===== src/sfd_map.vh =====
// sfd_map.vh: offsets, field positions, opcode patterns and reset values
// assumes instructions arrive as [31:0] with big-endian bit 0 at [31]
`ifndef SFD_MAP_VH
`define SFD_MAP_VH

// primary opcode and secondary class field (bits 21-28)
`define SFD_PRIMARY_SIMD   6'h04
`define SFD_SEC_MID        4'h5
`define SFD_VEC_A          6'h14
`define SFD_VEC_B          7'h2A
`define SFD_SCL_A          8'h56
`define SFD_SCL_B          6'h16
`define SFD_DBL_A          8'h57
`define SFD_DBL_B          6'h17

// bit-reversed increment, full 11-bit secondary field
`define SFD_BITREV_INC     11'h20F

// conversion selector in the source-a field
`define SFD_CONV_INT       5'h00
`define SFD_CONV_HALF      5'h04

// selected secondary opcodes (bits 25-31)
`define SFD_OP_VADD        7'h00
`define SFD_OP_VSUB        7'h01
`define SFD_OP_VMUL        7'h08
`define SFD_OP_VDIV        7'h09
`define SFD_OP_VMAX        7'h20
`define SFD_OP_VMIN        7'h21
`define SFD_OP_SADD        7'h40
`define SFD_OP_SSUB        7'h41
`define SFD_OP_SMUL        7'h48
`define SFD_OP_SDIV        7'h49
`define SFD_OP_SSQRT       7'h47
`define SFD_OP_SMAX        7'h30
`define SFD_OP_SMIN        7'h31
`define SFD_OP_SCFD        7'h4F

// special register number and status/control register layout
`define SFD_SPR_STATUS     10'h200
`define SFD_STATUS_RESET   32'h0000_0000
`define SFD_STATUS_RSVD    32'h00C0_0080
`define SFD_B_HIGH_SUMMARY_INT_OVERFLOW         31
`define SFD_B_OVH          30
`define SFD_F_HI_HI        29
`define SFD_F_HI_LO        24
`define SFD_F_STK_HI       21
`define SFD_F_STK_LO       17
`define SFD_B_MODE         16
`define SFD_B_SOV          15
`define SFD_B_OV           14
`define SFD_F_LO_HI        13
`define SFD_F_LO_LO        8
`define SFD_F_TEN_HI       6
`define SFD_F_TEN_LO       2
`define SFD_F_RND_HI       1
`define SFD_F_RND_LO       0

// register file shape
`define SFD_RF_DEPTH       32
`define SFD_RF_AW          5
`define SFD_HW_BASE        4'h3
`define SFD_HW_FULL        4'hF

`endif


===== src/sfd_decode_status.v =====
// sfd_decode_status.v: float/SIMD opcode decode, compare condition field,
// shared status and control register, 64-bit register file
// assumes one instruction per cycle from a single issue stream and that
// execution units report flags as one-cycle pulses on the core clock
//
// Operation
// - primary 4, class 0101 00xx or 0101 010x is vector float
// - primary 4, class 0101 0110 or 0101 10xx is scalar float
// - class 0101 0111 and 0101 11xx is unimplemented double space
// - double form: unimplemented if extension bit set, else unavailable
// - vector float: 0101 then seven-bit op; rD, rA, rB fields
// - scalar float uses same layout with its own op codes
// - source-a 00100 picks half conversion, 00000 integer conversion
// - thirty-two 64-bit registers; base forms touch low 32 bits
// - bits 0-31 are high element, bits 32-63 low element
// - elements are two 32-bit, four 16-bit, or one 64-bit
// - one issue stream; no SIMD form updates condition implicitly
// - compare field holds high, low, their OR and AND
// - status register is special register 512 via move to/from
// - status register resets to zero and is read/write
// - upper int overflow sets bit 1 and sticky summary bit 0
// - low int overflow sets bit 17 and sticky summary bit 16
// - bits 2-7 high float flags, 18-23 low/scalar float flags
// - bits 10-14 sticky float flags; bits 8-9 reserved
// - bit 15 is float operating mode control
// - one status register shared by float and integer SIMD
// - bits 25-29 float trap enables; bit 24 reserved
// - bits 30-31 select float rounding mode
// - extension bit clear: SIMD except bit-reverse increment unavailable
`timescale 1ns/1ps
`include "sfd_map.vh"

module sfd_decode_status (
  // clock and reset
  input  wire        clk_i,
  input  wire        rst_i,
  // issue pipeline
  input  wire        insn_valid_i,
  input  wire [31:0] insn_i,
  input  wire        extension_available_bit_i,
  // decode results
  output wire        dec_valid_o,
  output wire        dec_vec_o,
  output wire        dec_scl_o,
  output wire        dec_half_o,
  output wire        dec_cmp_o,
  output wire        dec_illegal_o,
  output wire        dec_unimpl_o,
  output wire        dec_unavail_o,
  output wire [6:0]  dec_op_o,
  output wire [4:0]  dec_rd_o,
  output wire [4:0]  dec_ra_o,
  output wire [4:0]  dec_rb_o,
  // compare result from execution
  input  wire        cmp_done_i,
  input  wire [2:0]  cmp_field_i,
  input  wire        cmp_hi_i,
  input  wire        cmp_lo_i,
  output wire        cr_we_o,
  output wire [2:0]  compare_target_field_o,
  output wire [3:0]  cr_data_o,
  // special register access
  input  wire        spr_wr_i,
  input  wire        spr_rd_i,
  input  wire [9:0]  spr_num_i,
  input  wire [31:0] spr_wdata_i,
  output wire [31:0] spr_rdata_o,
  output wire        spr_hit_o,
  // status events from execution
  input  wire        int_upd_i,
  input  wire        high_int_wrap_i,
  input  wire        low_int_wrap_i,
  input  wire        flt_upd_i,
  input  wire [5:0]  flt_hi_i,
  input  wire [5:0]  flt_lo_i,
  // control fields to the float unit
  output wire [1:0]  rounding_select_o,
  output wire        float_mode_o,
  output wire [4:0]  trap_enable_o,
  output wire [31:0] status_o,
  // register file
  input  wire        rf_we_i,
  input  wire [4:0]  rf_waddr_i,
  input  wire [3:0]  rf_hw_en_i,
  input  wire [63:0] rf_wdata_i,
  input  wire [4:0]  rf_raddr_a_i,
  input  wire [4:0]  rf_raddr_b_i,
  output wire [63:0] rf_rdata_a_o,
  output wire [63:0] rf_rdata_b_o
);

  //////////////////////////////////////////////////////////////////////////
  // instruction fields, big-endian bit n sits at insn_i[31-n]
  wire [5:0]  f_primary = insn_i[31:26];
  wire [4:0]  f_rd      = insn_i[25:21];
  wire [1:0]  f_cmp_pad = insn_i[22:21];
  wire [4:0]  f_ra      = insn_i[20:16];
  wire [4:0]  f_rb      = insn_i[15:11];
  wire [7:0]  f_class   = insn_i[10:3];
  wire [3:0]  f_mid     = insn_i[10:7];
  wire [6:0]  f_op      = insn_i[6:0];
  wire [10:0] f_sec     = insn_i[10:0];

  wire is_p4  = (f_primary == `SFD_PRIMARY_SIMD);
  wire is_vec = is_p4 && ((f_class[7:2] == `SFD_VEC_A) ||
                          (f_class[7:1] == `SFD_VEC_B));
  wire is_scl = is_p4 && ((f_class == `SFD_SCL_A) ||
                          (f_class[7:2] == `SFD_SCL_B));
  wire is_dbl = is_p4 && ((f_class == `SFD_DBL_A) ||
                          (f_class[7:2] == `SFD_DBL_B));
  wire is_brinc = is_p4 && (f_sec == `SFD_BITREV_INC);

  //////////////////////////////////////////////////////////////////////////
  // op tables; op 0x30-0x37 or 0x40-0x5F is scalar space, 0x00-0x2F vector space
  function op_assigned;
    input [6:0] op;
    begin
      op_assigned = 1'b1;
      case (op)
        7'h0F, 7'h19, 7'h1B, 7'h1F, 7'h2D: op_assigned = 1'b0;
        7'h59, 7'h5B, 7'h5F:               op_assigned = 1'b0;
        7'h32, 7'h33, 7'h34, 7'h35, 7'h36, 7'h37: op_assigned = 1'b0;
        7'h2E, 7'h2F: op_assigned = 1'b1;
        default: op_assigned = 1'b1;
      endcase
    end
  endfunction

  function op_is_cmp;
    input [6:0] op;
    begin
      op_is_cmp = (op[3:2] == 2'b11) && (op[1:0] != 2'b11) &&
                  ((op[6:5] == 2'b00) || (op[6:5] == 2'b10));
    end
  endfunction

  // conversions that share a code between integer and half precision
  function op_is_shared_conv;
    input [6:0] op;
    begin
      op_is_shared_conv = (op[4:0] == 5'h11) || (op[4:0] == 5'h15);
      op_is_shared_conv = op_is_shared_conv &&
                          ((op[6:5] == 2'b00) || (op[6:5] == 2'b10));
    end
  endfunction

  //////////////////////////////////////////////////////////////////////////
  // combinational decode
  reg nxt_illegal;
  reg nxt_unimpl;
  reg nxt_unavail;
  reg nxt_half;
  reg nxt_cmp;

  always @* begin
    nxt_illegal = 1'b0;
    nxt_unimpl  = 1'b0;
    nxt_unavail = 1'b0;
    nxt_half    = 1'b0;
    nxt_cmp     = 1'b0;
    if (is_p4 && !extension_available_bit_i && !is_brinc) begin
      nxt_unavail = 1'b1;
    end else if (is_dbl) begin
      nxt_unimpl = 1'b1;
    end else if ((is_vec || is_scl) && (f_mid == `SFD_SEC_MID)) begin
      if (is_scl && (f_op == `SFD_OP_SCFD)) begin
        nxt_unimpl = 1'b1;
      end else if (!op_assigned(f_op)) begin
        nxt_illegal = 1'b1;
      end else if (op_is_cmp(f_op)) begin
        nxt_cmp     = 1'b1;
        nxt_illegal = (f_cmp_pad != 2'b00);
      end else if (op_is_shared_conv(f_op)) begin
        if (f_ra == `SFD_CONV_HALF) begin
          nxt_half = 1'b1;
        end else if (f_ra != `SFD_CONV_INT) begin
          nxt_illegal = 1'b1;
        end
      end
    end
  end

  //////////////////////////////////////////////////////////////////////////
  // registered decode outputs, one cycle after the instruction
  reg       dec_valid_ff;
  reg       dec_vec_ff;
  reg       dec_scl_ff;
  reg       dec_half_ff;
  reg       dec_cmp_ff;
  reg       dec_illegal_ff;
  reg       dec_unimpl_ff;
  reg       dec_unavail_ff;
  reg [6:0] dec_op_ff;
  reg [4:0] dec_rd_ff;
  reg [4:0] dec_ra_ff;
  reg [4:0] dec_rb_ff;

  always @(posedge clk_i) begin
    if (rst_i) begin
      dec_valid_ff   <= 1'b0;
      dec_vec_ff     <= 1'b0;
      dec_scl_ff     <= 1'b0;
      dec_half_ff    <= 1'b0;
      dec_cmp_ff     <= 1'b0;
      dec_illegal_ff <= 1'b0;
      dec_unimpl_ff  <= 1'b0;
      dec_unavail_ff <= 1'b0;
      dec_op_ff      <= 7'h00;
      dec_rd_ff      <= 5'h00;
      dec_ra_ff      <= 5'h00;
      dec_rb_ff      <= 5'h00;
    end else begin
      dec_valid_ff   <= insn_valid_i && (is_vec || is_scl || is_dbl);
      dec_vec_ff     <= insn_valid_i && is_vec;
      dec_scl_ff     <= insn_valid_i && is_scl;
      dec_half_ff    <= insn_valid_i && nxt_half;
      dec_cmp_ff     <= insn_valid_i && nxt_cmp && !nxt_illegal;
      dec_illegal_ff <= insn_valid_i && nxt_illegal;
      dec_unimpl_ff  <= insn_valid_i && nxt_unimpl;
      dec_unavail_ff <= insn_valid_i && nxt_unavail;
      if (insn_valid_i) begin
        dec_op_ff <= f_op;
        dec_rd_ff <= f_rd;
        dec_ra_ff <= f_ra;
        dec_rb_ff <= f_rb;
      end
    end
  end

  //////////////////////////////////////////////////////////////////////////
  // condition field: only compares write it, no record forms exist
  reg       cr_we_ff;
  reg [2:0] cr_field_ff;
  reg [3:0] cr_data_ff;

  always @(posedge clk_i) begin
    if (rst_i) begin
      cr_we_ff    <= 1'b0;
      cr_field_ff <= 3'h0;
      cr_data_ff  <= 4'h0;
    end else begin
      cr_we_ff <= cmp_done_i;
      if (cmp_done_i) begin
        cr_field_ff <= cmp_field_i;
        cr_data_ff  <= {cmp_hi_i, cmp_lo_i, cmp_hi_i | cmp_lo_i,
                        cmp_hi_i & cmp_lo_i};
      end
    end
  end

  //////////////////////////////////////////////////////////////////////////
  // shared status and control register; hardware sets land after a
  // software write in the same cycle so an event is never lost
  reg  [31:0] status_ff;
  reg  [31:0] nxt_status;
  reg  [31:0] rdata_ff;
  reg         hit_ff;
  wire        spr_sel = (spr_num_i == `SFD_SPR_STATUS);

  always @* begin
    nxt_status = status_ff;
    if (spr_wr_i && spr_sel) begin
      nxt_status = spr_wdata_i;
    end
    if (int_upd_i) begin
      nxt_status[`SFD_B_OVH]  = high_int_wrap_i;
      nxt_status[`SFD_B_HIGH_SUMMARY_INT_OVERFLOW] = nxt_status[`SFD_B_HIGH_SUMMARY_INT_OVERFLOW] | high_int_wrap_i;
      nxt_status[`SFD_B_OV]   = low_int_wrap_i;
      nxt_status[`SFD_B_SOV]  = nxt_status[`SFD_B_SOV] | low_int_wrap_i;
    end
    if (flt_upd_i) begin
      nxt_status[`SFD_F_HI_HI:`SFD_F_HI_LO] = flt_hi_i;
      nxt_status[`SFD_F_LO_HI:`SFD_F_LO_LO] = flt_lo_i;
      nxt_status[`SFD_F_STK_HI:`SFD_F_STK_LO] =
        nxt_status[`SFD_F_STK_HI:`SFD_F_STK_LO] |
        flt_hi_i[4:0] | flt_lo_i[4:0];
    end
    nxt_status = nxt_status & ~`SFD_STATUS_RSVD;
  end

  always @(posedge clk_i) begin
    if (rst_i) begin
      status_ff <= `SFD_STATUS_RESET;
      rdata_ff  <= 32'h0000_0000;
      hit_ff    <= 1'b0;
    end else begin
      status_ff <= nxt_status;
      hit_ff    <= (spr_rd_i || spr_wr_i) && spr_sel;
      if (spr_rd_i && spr_sel) begin
        rdata_ff <= status_ff;
      end else if (spr_rd_i) begin
        rdata_ff <= 32'h0000_0000;
      end
    end
  end

  //////////////////////////////////////////////////////////////////////////
  // control fields, straight from the status flops
  assign float_mode_o      = status_ff[`SFD_B_MODE];
  assign trap_enable_o     = status_ff[`SFD_F_TEN_HI:`SFD_F_TEN_LO];
  assign rounding_select_o = status_ff[`SFD_F_RND_HI:`SFD_F_RND_LO];
  assign status_o          = status_ff;
  assign spr_rdata_o       = rdata_ff;
  assign spr_hit_o         = hit_ff;

  assign dec_valid_o   = dec_valid_ff;
  assign dec_vec_o     = dec_vec_ff;
  assign dec_scl_o     = dec_scl_ff;
  assign dec_half_o    = dec_half_ff;
  assign dec_cmp_o     = dec_cmp_ff;
  assign dec_illegal_o = dec_illegal_ff;
  assign dec_unimpl_o  = dec_unimpl_ff;
  assign dec_unavail_o = dec_unavail_ff;
  assign dec_op_o      = dec_op_ff;
  assign dec_rd_o      = dec_rd_ff;
  assign dec_ra_o      = dec_ra_ff;
  assign dec_rb_o      = dec_rb_ff;

  assign cr_we_o                = cr_we_ff;
  assign compare_target_field_o = cr_field_ff;
  assign cr_data_o              = cr_data_ff;

  //////////////////////////////////////////////////////////////////////////
  // register file; [63:32] is field 0 (high), [31:0] field 1 (low)
  sfd_regfile u_rf (
    .clk_i     (clk_i),
    .rst_i     (rst_i),
    .we_i      (rf_we_i),
    .waddr_i   (rf_waddr_i),
    .hw_en_i   (rf_hw_en_i),
    .wdata_i   (rf_wdata_i),
    .raddr_a_i (rf_raddr_a_i),
    .raddr_b_i (rf_raddr_b_i),
    .rdata_a_o (rf_rdata_a_o),
    .rdata_b_o (rf_rdata_b_o)
  );

endmodule // sfd_decode_status


===== src/sfd_regfile.v =====
// sfd_regfile.v: thirty-two 64-bit registers, halfword write enables
// assumes the issue logic gives halfword enables; reads are registered
`timescale 1ns/1ps
`include "sfd_map.vh"

module sfd_regfile (
  // clock and reset
  input  wire        clk_i,
  input  wire        rst_i,
  // write port
  input  wire        we_i,
  input  wire [4:0]  waddr_i,
  input  wire [3:0]  hw_en_i,
  input  wire [63:0] wdata_i,
  // read ports
  input  wire [4:0]  raddr_a_i,
  input  wire [4:0]  raddr_b_i,
  output wire [63:0] rdata_a_o,
  output wire [63:0] rdata_b_o
);

  //////////////////////////////////////////////////////////////////////////
  // one array per halfword so each array has a single writing process
  // halfword 3 is bits 63:48 = field 0 upper; base forms touch only 1:0
  // no bypass: a read in the write cycle returns the old value
  genvar g;
  generate
    for (g = 0; g < 4; g = g + 1) begin : g_hw
      reg [15:0] mem [0:`SFD_RF_DEPTH-1];
      reg [15:0] rd_a_ff;
      reg [15:0] rd_b_ff;

      always @(posedge clk_i) begin
        if (we_i && hw_en_i[g]) begin
          mem[waddr_i] <= wdata_i[g*16 +: 16];
        end
      end

      always @(posedge clk_i) begin
        if (rst_i) begin
          rd_a_ff <= 16'h0000;
          rd_b_ff <= 16'h0000;
        end else begin
          rd_a_ff <= mem[raddr_a_i];
          rd_b_ff <= mem[raddr_b_i];
        end
      end

      assign rdata_a_o[g*16 +: 16] = rd_a_ff;
      assign rdata_b_o[g*16 +: 16] = rd_b_ff;
    end
  endgenerate

endmodule // sfd_regfile


===== config.mk =====
export PLATFORM = sky130hd
export DESIGN_NAME = sfd_decode_status
export DESIGN_NICKNAME = d
export VERILOG_FILES = /design/src/sfd_decode_status.v /design/src/sfd_regfile.v
export VERILOG_INCLUDE_DIRS = /design/src /design/src/src
export SDC_FILE = /design/constraint.sdc
export NUM_CORES = 2
export LEC_CHECK = 0
export BUFFER_PORTS_ARGS = -buffer_cell sky130_fd_sc_hd__buf_2
export CORE_MARGIN = 2
export CORE_UTILIZATION = 30
export DETAILED_ROUTE_END_ITERATION = 10
export PLACE_DENSITY = 0.51
export SETUP_SLACK_MARGIN = 0.1
export SLEW_MARGIN = 20
export SYNTH_ARGS = -nofsm -noshare
export SYNTH_HDL_FRONTEND = slang
export SYNTH_SLANG_ARGS = --single-unit

===== constraint.sdc =====
create_clock -name clk_i -period 2.5 [get_ports clk_i]
set_clock_uncertainty 0.2 [all_clocks]
set_input_delay 0 -clock clk_i [delete_from_list [all_inputs] [get_ports clk_i]]
set_output_delay 0 -clock clk_i [all_outputs]
set_load 0.02 [all_outputs]

==> Yosys cells after proc, flatten, opt, wreduce, memory -nomap -nowiden <==
Memory sizes are Yosys's and may differ from the RTL's. A register that Yosys moved wholly into a read port is not among the register bits.
Cells that the tools add are included.
{ "classes": {"n_eq_ne": 31, "n_mux": 49, "bitwise": 6, "n_reduce_logical": 45} }
{ "ops": {"columns": ["operator", "count"], "rows": [
  ["$mux W32", 3],
  ["$eq A7 B6 Y1 const B", 8],
  ["$mux W1", 41],
  ["$eq A7 B7 Y1 const B", 4],
  ["$logic_and A1 B1 Y1", 27],
  ["$eq A7 B5 Y1 const B", 3],
  ["$eq A6 B5 Y1 const B", 3],
  ["$eq A8 B7 Y1 const B", 2],
  ["$reduce_or A14 Y1", 1],
  ["$mux W6", 2],
  ["$eq A11 B10 Y1 const B", 1],
  ["$eq A10 B10 Y1 const B", 1],
  ["$eq A5 B5 Y1 const B", 2],
  ["$or A5 B5 Y5", 2],
  ["$logic_or A1 B1 Y1", 8],
  ["$reduce_bool A2 Y1", 4],
  ["$eq A7 B4 Y1 const B", 1],
  ["$eq A6 B3 Y1 const B", 1],
  ["$eq A5 B3 Y1 const B", 1],
  ["$mux W5", 1],
  ["$reduce_bool A5 Y1", 1],
  ["$eq A2 B2 Y1 const B", 2],
  ["$eq A4 B3 Y1 const B", 1],
  ["$mux W2", 2],
  ["other kinds (5)", 9]
]} }
{ "totals": {"regBits": 103, "ramBits": 2048, "in_bits": 186, "out_inout_bits": 239, "memories": 4} }
{ "mem_list": {"columns": ["name", "words", "width", "rd", "rd_ports_with_merged_regs", "wr", "line_no", "text"], "rows": [
  ["u_rf.g_hw[0].mem", 32, 16, 2, 2, 1, "sfd_regfile.v:29", "reg [15:0] mem [0:`SFD_RF_DEPTH-1];"],
  ["u_rf.g_hw[1].mem", 32, 16, 2, 2, 1, "sfd_regfile.v:29", null],
  ["u_rf.g_hw[2].mem", 32, 16, 2, 2, 1, "sfd_regfile.v:29", null],
  ["u_rf.g_hw[3].mem", 32, 16, 2, 2, 1, "sfd_regfile.v:29", null]
]} }

==> Depth between registers and ports, before layout <==
{ "logic_depth": {"ltp_word": 15, "ltp_mapped": 10, "depth_no_buf": 5} }

==> Cells and area by module <==
Synthesis repeated with hierarchy kept, for this count alone.
{ "unflattened": {"hier_cells": 5264, "area_unflattened_um2": 100871.7} }
{ "by_module_without_submodules": {"columns": ["mod", "instances", "cells_each", "area_per_inst_um2", "seq_area_each_um2"], "rows": [
  ["sfd_regfile", 1, 4815, 96971.8, 64061.4],
  ["sfd_decode_status", 1, 449, 3900.0, 1941.9]
]} }

==> Worst setup path after synthesis <==
No wires, ideal clock.
{ "synth_timing": {"path_kind": "input port to flip-flop", "start": "in rf_raddr_a_i[0]", "end": "reg u_rf.g_hw[0].rd_a_ff[10], read port of u_rf.g_hw[0].mem", "setup_time_ps": 120, "arrival_ps": 1667, "required_time_ps": 2180, "setup_slack_ps": 513, "path_stages": 8, "path_cell_list": "buf_6 -> buf_6 -> buf_6 -> buf_2 -> mux4_2 -> a22oi_1 -> a21oi_1 -> or2_1"} }
{ "synth_rtl": {"columns": ["element", "line_no", "text"], "rows": [
  ["start: declaration", "sfd_decode_status.v:86", "input wire [4:0] rf_raddr_a_i,"],
  ["end: declaration", "sfd_regfile.v:30", "reg [15:0] rd_a_ff;"]
]} }

==> qor.csv <==
metric;value;unit
max_freq;0.408;GHz
clock-sinks;2273;
dp_cells;10200;
path_class;input pin to register;
worstPathBufferInverterCount;6;
rsz0062_at_grt;true;
layout_common_cells;edfxtp_1, mux4_2, dlygate4sd3_1;
worstSetupStartpoint;rf_raddr_b_i[4];
synth-seq-area-share;65.4;%
crit_chain;buf_2 -> inv_1 -> dlygate4sd3_1 -> buf_4 -> nand2_1 -> o221ai_1 -> a221oi_1 -> dlygate4sd3_1 -> buf_4;
antenna_found_initial;59;
layout-drive-gt1-share;39.7;%
cp_max_fo;11;
synth_top_area_share;60.9;%
clock_latency;0.91;ns
vdd_drop_max;0.000555;V
timing.max_cap.violations;0;
rows;212;
hpwl;246000;um
place_area;114000;sq um
cts_buffers;275;
dp_worst_setup_slack;-0.456;ns
powerDensity;717;nW/um^2
dieArea;341000;sq um
drt-met1-wl;157000;um
tightest_slew;1.13;ns
cts_tree;yes;
setup_slack;0.0519;ns
cts_root_buf;clkbuf_16;
hold_class;input pin to register;
reg2reg_to;u_rf.g_hw[3].rd_a_ff[9]$_SDFF_PP0_;
path_clk_slew;0.06;ns
post_cts.repair.setup_buffers;0;
crit_required;3.14;ns
grt_max_degree;90;
cts_max_level;5;
dr_wl_met3;39100;um
n_fill_cell;30200;
critPathTopFamily;buffers and inverters;
synth_edf_count;2048;
critPathCaptureType;register;
total_power;91800;uW
final_common_cell;edfxtp_1;
synthCells;5224;
via_per_inst;5.75;
die_w;584;um
nets;6729;
dr_wl_met2;188000;um
synth-seq-cells;2273;
max_stage_delay;0.59;ns
slowest_stage;dlygate4sd3_1;
ys.warnings.count;0;
reg2reg_depth;5;
num_vias;64300;
hold_end;u_rf.g_hw[0].rd_a_ff[1]$_SDFF_PP0_;
synthArstFlopShare;0;%
status;completed;
min-delay-start;rf_raddr_a_i[0];
min_period_over_period;97.9;%
startpoint_type;input pin;
drtAntennaViolNets;0;
setup_viol_count_final;0;
gp_congestion;0.855;
relSlewSlack;24.1;%
r2r_setup_slack;0.17;ns
overflow;0;
drt-initial-drc-count;8376;
grt_pass1_wl;546000;um
avgSynthCellArea;19.3;sq um
num_io_pins;425;
clockBufferDepth;4;
drc;0;
initial_utilization;30.2;%
grt_usage;23.2;%
syn_area;101000;sq um
first_pass_iters;5;
maxSlewViolCount;0;
timing_hold_violations_final;0;
r2r-start;u_rf.g_hw[3].mem[9][9]$_DFFE_PP_;
core;334000;sq um
ys.flop_type;edfxtp_1;
area_growth_syn_to_layout;26.8;%
p_leak;0.0423;uW
synth_top_cell_by_area;edfxtp_1;
synth_area_leaders;edfxtp_1, mux4_2, dfxtp_1;
fp.dieH;584;um
grt_pass1_vias;65400;
top_layer;met5;
avgRoutedWirePerCell;36.1;um
final_cells;11200;
critPathArrivalTime;3.09;ns
port-buffer-count;415;
whs_path_depth;5;
finalInstanceArea;128000;sq um
ys_types;52;
routed_wirelength;404000;um
fin_crit;2.45;ns
[repair_timing]
item | in CTS | in global routing
setup endpoints to repair | 0 | 56
hold endpoints to repair | 4270 | 3
hold buffers | 461 | 3
gates resized for setup | 0 | 21
[state kept, by name (all words and copies together) (netlist names)]
name,cells
dec_cmp_o,1
spr_hit_o,1
dec_illegal_o,1
dec_valid_o,1
dec_rb_o,5
compare_target_field_o,3
dec_vec_o,1
dec_unavail_o,1
dec_half_o,1
u_rf.g_hw.rd_a_ff,64
status_o,29
spr_rdata_o,29
cr_data_o,4
u_rf.g_hw.rd_b_ff,64
dec_unimpl_o,1
dec_ra_o,5
dec_rd_o,5
dec_scl_o,1
dec_op_o,7
cr_we_o,1
u_rf.g_hw.mem,2048
[worst max-delay path by stage]
stage | slack, ns | cells after the start | endpoint
floorplan | 0.51 | 8 | u_rf.g_hw[0].rd_a_ff[10]$_SDFF_PP0_
global placement | -0.48 | 5 | u_rf.g_hw[3].rd_b_ff[9]$_SDFF_PP0_
detailed placement | -0.46 | 9 | u_rf.g_hw[1].rd_b_ff[6]$_SDFF_PP0_
CTS | 0.11 | 8 | dec_cmp_o$_SDFF_PP0_
global route | 0.08 | 5 | u_rf.g_hw[3].rd_a_ff[9]$_SDFF_PP0_
finish | 0.05 | 9 | u_rf.g_hw[2].rd_b_ff[2]$_SDFF_PP0_
[cell usage after synthesis (all sizes together), types with 8 or more instances]
library cell / instances
nor4: 9
a31oi: 8
nand2b: 46
dfxtp: 225
nand3: 37
a2111oi: 10
a221oi: 34
a211oi: 40
a211o: 9
a22oi: 183
mux2: 63
nor2b: 39
o21ai: 33
nand2: 149
mux2i: 150
buf: 243
a221o: 18
clkbuf: 173
or2: 48
a21oi: 157
o221ai: 23
and2: 16
nor2: 221
edfxtp: 2048
nor3: 59
and3: 20
mux4: 1017
o22ai: 95
[per-stage QoR]
| stage | utilization [%] | setup TNS, ns | hold slack [ns] |
|---|---|---|---|
| after floorplan | - | 0 | -0.117 |
| after global placement | 34.1 | -5.06 | 0.0387 |
| after detailed placement | 34.1 | -1.47 | 0.0500 |
| after CTS | 38.2 | 0 | 0.000156 |
| after global routing | 38.3 | 0 | 0.0277 |
| final | 38.3 | 0 | 0.00390 |
[cells by family (layout without fill, tap and decap cells)]
logic type | Yosys count | count (layout) | synth area share, %
AOI/OAI and AO/OA | 620 | 620 | 4.16
buffers and inverters | 423 | 1960 | 2.34
muxes | 1230 | 1230 | 24.9
and+or+nand+nor | 677 | 677 | 3.21
other | 1 | 33 | 0.00372
DFF | 2273 | 2273 | 65.4
[per-layer routing]
| layer | GRT usage [%] | up-vias |
|---|---|---|
| met1 | 30.2 | 34600 |
| met4 | 9.95 | 18 |
| met3 | 5.30 | 836 |
| met5 | 0 | - |
| li1 | - | 25000 |
| met2 | 37.1 | 3944 |
[power by group]
part           internal, uW  switching (uW)  total (uW)
sequential            41900             364       42200
combinational          3590            4780        8380
clock                 24400           16700       41100
[layout make-up]
cell class	count	area, sq um	share of cell area (%)
sequential	2273	66000	51.6
inverter	7	30.0	0.0235
timing repair buffer	1453	13900	10.9
antenna	27	67.6	0.0528
clock buffer	348	7510	5.87
clock inverter	152	1680	1.31
multi-input combinational	2533	33300	26.0
tap	4387	5490	4.29
[worst reg2reg max path: cells and delay by family (launching register included)]
kind,cells,cell delay [ns]
simple gates,2,0.20
compound gates,1,0.34
mux,1,0.46
buf+inv,1,0.60
flops,1,0.38
(Power assumes the default switching activity.)
